===== src/rtl/cdec_pkg.sv =====
// package with encodings, field positions and carriers of the compact decoder
package cdec_pkg;

    // widths of the fetched word and the halfword parcel
    localparam int CDEC_WORD_W = 32;
    localparam int CDEC_HALF_W = 16;
    localparam int CDEC_REG_W = 5;

    // major opcode position inside the first halfword
    localparam int CDEC_MAJ_HI = 15;
    localparam int CDEC_MAJ_LO = 10;

    // major opcodes whose low three bits fall in this range are compact
    localparam logic [2:0] CDEC_CMP_LO = 3'h1;
    localparam logic [2:0] CDEC_CMP_HI = 3'h3;

    // major opcodes of the compact forms handled here
    localparam logic [5:0] CDEC_MAJ_REG_COPY = 6'h03;
    localparam logic [5:0] CDEC_MAJ_POOL_A = 6'h01;
    localparam logic [5:0] CDEC_MAJ_POOL_C = 6'h11;
    localparam logic [5:0] CDEC_MAJ_POOL_D = 6'h13;
    localparam logic [5:0] CDEC_MAJ_POOL_E = 6'h1b;
    localparam logic [5:0] CDEC_MAJ_LOAD_WORD = 6'h1a;
    localparam logic [5:0] CDEC_MAJ_STORE_WORD = 6'h3a;
    localparam logic [5:0] CDEC_MAJ_LOAD_STACK = 6'h12;
    localparam logic [5:0] CDEC_MAJ_STORE_STACK = 6'h32;
    localparam logic [5:0] CDEC_MAJ_UNCOND_BR = 6'h33;

    // minor opcodes inside the pools
    localparam logic CDEC_MIN_ADD = 1'h0;
    localparam logic CDEC_MIN_SUB = 1'h1;
    localparam logic CDEC_MIN_SAME_REG = 1'h0;
    localparam logic CDEC_MIN_STACK_ADJ = 1'h1;
    localparam logic CDEC_MIN_TWO_REG = 1'h0;
    localparam logic CDEC_MIN_STACK_REG = 1'h1;
    localparam logic [5:0] CDEC_MIN_BREAK = 6'h1b;
    localparam logic [5:0] CDEC_MIN_DEBUG_BREAK = 6'h3b;

    // implicit register numbers
    localparam logic [4:0] CDEC_REG_ZERO = 5'h00;
    localparam logic [4:0] CDEC_REG_STACK_PTR = 5'h1d;

    // offset scaling: word accesses by two places, branches by one
    localparam int CDEC_WORD_SHIFT = 2;
    localparam int CDEC_BR_SHIFT = 1;

    // reset value of the decoded immediate
    localparam logic [31:0] CDEC_IMM_RST = 32'h0000_0000;

    // internal operation handed to execute
    typedef enum logic [3:0] {
        CDEC_OP_NOP = 4'h0,
        CDEC_OP_ADDU = 4'h1,
        CDEC_OP_SUBU = 4'h2,
        CDEC_OP_ADDIU = 4'h3,
        CDEC_OP_LW = 4'h4,
        CDEC_OP_SW = 4'h5,
        CDEC_OP_BRANCH = 4'h6,
        CDEC_OP_BREAK = 4'h7,
        CDEC_OP_DEBUG_BREAK = 4'h8,
        CDEC_OP_WIDE = 4'h9,
        CDEC_OP_RESERVED = 4'ha
    } cdec_op_t;

    // fetch side parcel
    typedef struct packed {
        logic valid;
        logic bigEndian;
        logic [31:0] pc;
        logic [31:0] word;
    } cdec_fetch_t;

    // decoded operation towards execute
    typedef struct packed {
        logic valid;
        logic compact;
        logic negate;
        cdec_op_t op;
        logic [4:0] rd;
        logic [4:0] rs;
        logic [4:0] rt;
        logic [31:0] imm;
        logic [3:0] code;
        logic [15:0] firstHalf;
        logic [31:0] pc;
    } cdec_dec_t;

endpackage


===== src/rtl/cdec_decoder.sv =====
// compact halfword instruction decoder expanding to full-width operations
//
// Function
// - compact instructions start on any even address
// - register copy has two full 5-bit registers
// - word load/store offsets shifted left two
// - branch offset shifted one; uncond has 10 bits
// - same-register add: 5-bit reg, 4-bit immediate
// - stack adjust add: implicit stack pointer, 9-bit
// - two-register add: 3-bit regs, 3-bit immediate
// - stack-to-register add: 3-bit dest, 6-bit immediate
// - copy of zero to zero is no-op
// - subtract with zero first operand is negate
// - breakpoints: 4-bit code, 6-bit minor, one halfword
// - length decided by first major opcode only
// - first halfword upper in big, lower little; pc bit 1 swaps them
// - 5-bit fields linear; 3-bit fields mapped
`timescale 1ns/1ps
module cdec_decoder
    import cdec_pkg::*;
#(
    // 3-bit register field to register number map, entry n at bits 5n+4..5n
    parameter logic [39:0] REG3_MAP = 40'h39_8a41_8820
) (
    input wire logic core_clk,
    input wire logic rst_b,
    input wire cdec_fetch_t fetchIn,
    output cdec_dec_t decOut
);

    ////////////////////////////////////////////////////////////////////////////
    // halfword selection and field extraction

    logic [15:0] half; // first halfword of the instruction
    logic [5:0] major; // major opcode
    logic isCompact; // length of the instruction
    logic upperFirst; // take bits 31..16

    // narrow register field lookup
    function automatic logic [4:0] map3(input logic [2:0] f);
        map3 = REG3_MAP[f*5 +: 5];
    endfunction

    always_comb begin
        upperFirst = fetchIn.bigEndian ^ fetchIn.pc[1];
        half = upperFirst ? fetchIn.word[31:16] : fetchIn.word[15:0];
        major = half[CDEC_MAJ_HI:CDEC_MAJ_LO];
        isCompact = (major[2:0] >= CDEC_CMP_LO) && (major[2:0] <= CDEC_CMP_HI);
    end

    ////////////////////////////////////////////////////////////////////////////
    // decode of the compact forms

    cdec_dec_t dec_d; // next decoded output
    cdec_dec_t dec_q; // registered decoded output

    always_comb begin
        dec_d = '0;
        dec_d.valid = fetchIn.valid;
        dec_d.compact = isCompact;
        dec_d.firstHalf = half;
        dec_d.pc = fetchIn.pc;
        dec_d.op = isCompact ? CDEC_OP_RESERVED : CDEC_OP_WIDE;
        if (isCompact) begin
            case (major)
                CDEC_MAJ_REG_COPY: begin
                    dec_d.rd = half[9:5];
                    dec_d.rs = half[4:0];
                    dec_d.rt = CDEC_REG_ZERO;
                    // zero to zero is a no-op
                    if (half[9:5] == CDEC_REG_ZERO && half[4:0] == CDEC_REG_ZERO) begin
                        dec_d.op = CDEC_OP_NOP;
                    end else begin
                        dec_d.op = CDEC_OP_ADDU;
                    end
                end
                // three-register add and subtract
                CDEC_MAJ_POOL_A: begin
                    dec_d.rs = map3(half[9:7]);
                    dec_d.rt = map3(half[6:4]);
                    dec_d.rd = map3(half[3:1]);
                    if (half[0] == CDEC_MIN_SUB) begin
                        dec_d.op = CDEC_OP_SUBU;
                        dec_d.negate = (map3(half[9:7]) == CDEC_REG_ZERO);
                    end else begin
                        dec_d.op = CDEC_OP_ADDU;
                    end
                end
                // breakpoint pool
                CDEC_MAJ_POOL_C: begin
                    dec_d.code = half[9:6];
                    if (half[5:0] == CDEC_MIN_BREAK) begin
                        dec_d.op = CDEC_OP_BREAK;
                    end else if (half[5:0] == CDEC_MIN_DEBUG_BREAK) begin
                        dec_d.op = CDEC_OP_DEBUG_BREAK;
                    end else begin
                        dec_d.op = CDEC_OP_RESERVED;
                    end
                end
                // same-register and stack-adjust adds
                CDEC_MAJ_POOL_D: begin
                    dec_d.op = CDEC_OP_ADDIU;
                    if (half[0] == CDEC_MIN_SAME_REG) begin
                        // one register as source and dest
                        dec_d.rd = half[9:5];
                        dec_d.rs = half[9:5];
                        dec_d.imm = {{28{half[4]}}, half[4:1]};
                    end else begin
                        dec_d.rd = CDEC_REG_STACK_PTR;
                        dec_d.rs = CDEC_REG_STACK_PTR;
                        dec_d.imm = {{23{half[9]}}, half[9:1]};
                    end
                end
                // two-register and stack-to-register adds
                CDEC_MAJ_POOL_E: begin
                    dec_d.op = CDEC_OP_ADDIU;
                    dec_d.rd = map3(half[9:7]);
                    if (half[0] == CDEC_MIN_TWO_REG) begin
                        dec_d.rs = map3(half[6:4]);
                        dec_d.imm = {{29{half[3]}}, half[3:1]};
                    end else begin
                        dec_d.rs = CDEC_REG_STACK_PTR;
                        dec_d.imm = {26'h0, half[6:1]};
                    end
                end
                CDEC_MAJ_LOAD_WORD, CDEC_MAJ_STORE_WORD: begin
                    dec_d.op = (major == CDEC_MAJ_LOAD_WORD) ? CDEC_OP_LW : CDEC_OP_SW;
                    dec_d.rt = map3(half[9:7]);
                    dec_d.rs = map3(half[6:4]);
                    dec_d.imm = {26'h0, half[3:0], 2'h0};
                end
                CDEC_MAJ_LOAD_STACK, CDEC_MAJ_STORE_STACK: begin
                    dec_d.op = (major == CDEC_MAJ_LOAD_STACK) ? CDEC_OP_LW : CDEC_OP_SW;
                    dec_d.rt = half[9:5];
                    dec_d.rs = CDEC_REG_STACK_PTR;
                    dec_d.imm = {25'h0, half[4:0], 2'h0};
                end
                CDEC_MAJ_UNCOND_BR: begin
                    dec_d.op = CDEC_OP_BRANCH;
                    dec_d.imm = {{21{half[9]}}, half[9:0], 1'h0};
                end
                // other compact encodings are out of scope
                default: begin
                    dec_d.op = CDEC_OP_RESERVED;
                end
            endcase
        end
    end

    // output register
    always_ff @(posedge core_clk or negedge rst_b) begin
        if (!rst_b) begin
            dec_q <= '0;
        end else begin
            dec_q <= dec_d;
        end
    end

    assign decOut = dec_q;
endmodule


===== config.mk =====
export PLATFORM = sky130hd
export DESIGN_NAME = cdec_decoder
export DESIGN_NICKNAME = d
export VERILOG_FILES = /design/src/rtl/cdec_pkg.sv /design/src/rtl/cdec_decoder.sv
export SDC_FILE = /design/constraint.sdc
export NUM_CORES = 1
export LEC_CHECK = 0
export BUFFER_PORTS_ARGS = -buffer_cell sky130_fd_sc_hd__buf_2
export CORE_UTILIZATION = 25
export DETAILED_ROUTE_END_ITERATION = 10
export PLACE_DENSITY = 0.48
export SYNTH_ARGS = -nofsm -noshare
export SYNTH_HDL_FRONTEND = slang
export SYNTH_SLANG_ARGS = --single-unit

===== constraint.sdc =====
create_clock -name core_clk -period 1.4 [get_ports core_clk]
set_input_delay 0.28 -clock core_clk [delete_from_list [all_inputs] [get_ports core_clk]]
set_output_delay 0.28 -clock core_clk [all_outputs]
set_load 0.05 [all_outputs]

-- Word level (Yosys, flattened, before mapping)
Index checks and enable logic that the tools add are counted.
- register bits: 106
- input port bits: 68
- output and inout bits: 106
- logic and storage cells: 60
- multiply operators: 3
- magnitude comparators: 2
- equal/unequal tests: 12
- shift operators: 3
- multiplexer cells: 20
- bitwise operators: 1
- reduce and logical (&&, ||, !) cells: 8
- operators with widths (cell ; count):
    $pmux 32 s5 ; 1
    $shiftx 40x7->5 const A ; 3
    $mux 32 ; 2
    $mux 56 ; 1
    $eq 6x5->1 const B ; 6
    $pmux 5 s6 ; 1
    $pmux 4 s7 ; 1
    $eq 6x6->1 const B ; 4
    $pmux 5 s4 ; 1
    $mul 3x3->6 const B ; 3
    $mux 16 ; 1
    $logic_not 5->1 ; 3
    $pmux 5 s3 ; 1
    $mux 10 ; 1
    $mux 4 ; 2
    $eq 6x1->1 const B ; 1
    $eq 6x2->1 const B ; 1
    $reduce_or 2->1 ; 3
    $mux 1 ; 5
    $mux 5 ; 1
    $mux 2 ; 2
    $ge 3x1->1 const B ; 1
    $le 3x2->1 const B ; 1
    $logic_and 1x1->1 ; 2
    $xor 1x1->1 ; 1

-- Longest topological paths before layout
- word-level depth: 8
- depth in mapped cells: 8
- mapped depth without buffers: 6

-- Least setup slack after synthesis
Ideal clock, no wire load.
- path kind: input -> register
- start: in fetchIn[33] (netlist bit)
- end: reg dec_q, in the netlist decOut[89]
- library setup time: 0.138 ns
- arrival time: 1.747 ns
- data required time: 1.262 ns
- path slack: -0.485 ns
- stages on the path: 7
- path through: xor2_1 > buf_2 > mux2i_1 > buf_2 > nand2_1 > a221oi_1 > o211ai_1
- RTL lines (what ; RTL line ; text):
    from (decl) ; cdec_decoder.sv:27 ; input wire cdec_fetch_t fetchIn,
    to (signal assigned) ; cdec_decoder.sv:153 ; dec_q <= '0;
    to (signal assigned) ; cdec_decoder.sv:155 ; dec_q <= dec_d;
    to (decl) ; cdec_decoder.sv:55 ; cdec_dec_t dec_q;

==> out/summary.txt <==
Fin area -> 5941 µm²
GRT Residual Overflow -> 0
Detailed placer's ending HPWL -> 9141 µm
Pin count of the biggest net entering global routing -> 30
Final nets -> 627
Synth Net Count -> 379
Gr usage total -> 0.1644
Status -> finished with violations
CTS Buffer Depth -> 2
Area share of the largest cell type after synthesis -> 0.6098
Vias in the first global route -> 3364
VDD IR-drop max -> 0.5300 mV
Ys Warns -> 0
Synth cell types -> 43
Yosys reg bits -> 85
Crit path kind -> in2reg
Leak Pwr -> 3.019 nW
Gate Count Post-Synth -> 311
Crit-path max FO -> 10
Commonest non-fill, non-tap cells in the layout -> buf_2, dfrtp_1, buf_4
Final min period -> 1.453 ns
Area leader, netlist -> dfrtp_1
Clock sink count -> 85
Relative slew slack -> 0.7269
Post-synthesis sequential area ratio -> 0.6098
Post-Syn Area -> 3488 µm²
Largest register FFs -> 85
Clock slew at reported path FFs -> 0.07 ns
Die X -> 120.1 µm
Leading cell type in the layout, fill and taps excluded -> buf_2
Routed Antenna Nets -> 0
Crit path arrival time -> 1.69 ns
Ant. Diodes -> 0
Max Freq -> 688.0 MHz
First-iteration detailed-routing DRC count -> 197
Area of the core -> 13400 µm²
Failing checks -> negative setup slack
Hold/Removal Path Class -> in2reg
Input/output buffers -> 173
Synth-to-Final Area Change -> 70.30%
Pins over their slew limit -> 0
Final design utilization -> 0.4433
RSZ-0062 raised after global routing -> yes
Die ar. -> 14430 µm²
Final setup vio count -> 10
Avg WL per Cell -> 15.83 µm
Via density -> 4.472
Final hold viol count -> 0
Io pins -> 174
Cell Area, Placed -> 5169 µm²
Share of the cycle needed by the critical path after routing -> 1.038
# H-tree levels -> 3
Row cnt -> 42
Slew @ Worst Pin -> 0.4096 ns
Power Total -> 6.829 mW
Syn avg cell area -> 11.22 µm²
CTS tree -> yes
GP Congestion -> 0.8672
Max-cap viol count -> 0
Power Density -> 1150 nW/µm²
Setup TNS -> -0.1664 ns
First-pass GRT wire length -> 17920 µm
Vias -> 3309
CTS root buffer -> clkbuf_16
# DRC -> 0
CP required -> 1.64 ns
Startpoint types -> input port
Initial cell density of the core -> 0.2603
PnR worst setup slack -> -0.05345 ns
Fraction of layout cells with a size suffix above 1 -> 0.5851
1st-pass router iterations -> 4
CTS buffer count -> 9
Initial antenna violation count -> 0
Post-Place Setup Slack -> -0.5464 ns
Top cells by area, synth -> dfrtp_1, buf_4, nand2_1
WL final -> 11710 µm
Die Height -> 120.1 µm
Crit end category -> flip-flop
==> final timing paths <==
| kind | slack (ns) | cells after the start | startpoint | end |
|---|---|---|---|---|
| setup / recovery | -0.05 | 8 | fetchIn[33] | decOut[58] |
| hold / removal | 0.05 | 1 | fetchIn[53] | decOut[21] |
| max in group asynchronous | 0.47 | 3 | rst_b | decOut[82] |
| min in group asynchronous | 0.43 | 2 | rst_b | decOut[21] |
==> area by class of cell <==
cell class | count | area [µm²]
multi-input combinational | 183 | 1333
clock inverter | 7 | 73.82
fill | 1323 | 7460
clock buffer | 9 | 225.2
timing repair buffer | 268 | 1916
inverter | 12 | 45.04
tap | 176 | 220.2
sequential | 85 | 2128
==> kinds of logic after synthesis <==
| logic type | synth area share |
|---|---|
| AO/OA/AOI/OAI | 0.1105 |
| flip-flops | 0.6098 |
| buffers and inverters | 0.07102 |
| multiplexers | 0.04161 |
| XOR/XNOR | 0.007175 |
| AND/OR/NAND/NOR | 0.1600 |
==> metal layers <==
layer | GRT usage | vias to the layer above | part of all wire | routed length (µm)
li1 | - | 1561 | - | -
met1 | 0.2165 | 1588 | 0.43 | 5017
met2 | 0.2644 | 148 | 0.48 | 5602
met3 | 0.03802 | 12 | 0.077 | 898
met4 | 0.05547 | 0 | 0.017 | 195
met5 | 0 | - | 0 | 0
==> critical path, cell delays in order <==
cell	delay, ns
buf_12	0.11
xnor2_4	0.20
buf_12	0.16
mux2_4	0.35
nor3_4	0.16
buf_12	0.16
nand2_4	0.07
o211ai_1	0.19
==> stage by stage <==
stage	cells	hold slack (ns)
after CTS	736	0.03490
after global placement	711	0.2414
final	740	0.04883
after global routing	740	0.02965
after floorplan	311	-0.01559
after detailed placement	711	0.2488
==> repair_timing <==
item                       4_1_cts  5_1_grt
buffers inserted                 7        3
hold endpoints to repair        25        0
hold buffers                     1        0
setup endpoints to repair       49       49
cloned                           1        1
resized for setup               54       48
pin swaps                       11        8
==> power breakdown <==
group	switching (mW)	leakage, nW	internal, mW	total, mW
clock network	0.968	0.146	1.39	2.36
registers	0.0405	1.06	2.60	2.64
logic	1.17	1.81	0.658	1.83
total	2.18	3.02	4.65	6.83
==> synthesized netlist by cell type <==
library cell / instances
a21oi_1: 9
a21oi_2: 1
a221o_1: 1
a221oi_1: 1
a22oi_1: 8
a2bb2oi_1: 3
a311oi_1: 2
a32oi_1: 1
and2_1: 5
and3_1: 2
and3b_1: 1
and4b_1: 2
buf_2: 6
buf_4: 21
clkbuf_1: 4
dfrtp_1: 85
inv_1: 12
mux2_2: 4
mux2i_1: 10
nand2_1: 40
nand3_1: 7
nand3b_1: 3
nand4_1: 5
nand4b_1: 2
nor2_1: 29
nor2b_1: 3
nor3_1: 4
nor3_4: 2
nor4_1: 2
nor4b_1: 1
o2111ai_1: 2
o211ai_1: 9
o21a_1: 1
o21ai_0: 10
o221ai_1: 2
o22ai_1: 2
o311ai_0: 1
o32a_1: 1
o32ai_1: 1
or2_2: 2
or4_1: 2
xnor2_2: 1
xor2_1: 1
Note: power is estimated with default switching activity, not from simulation.
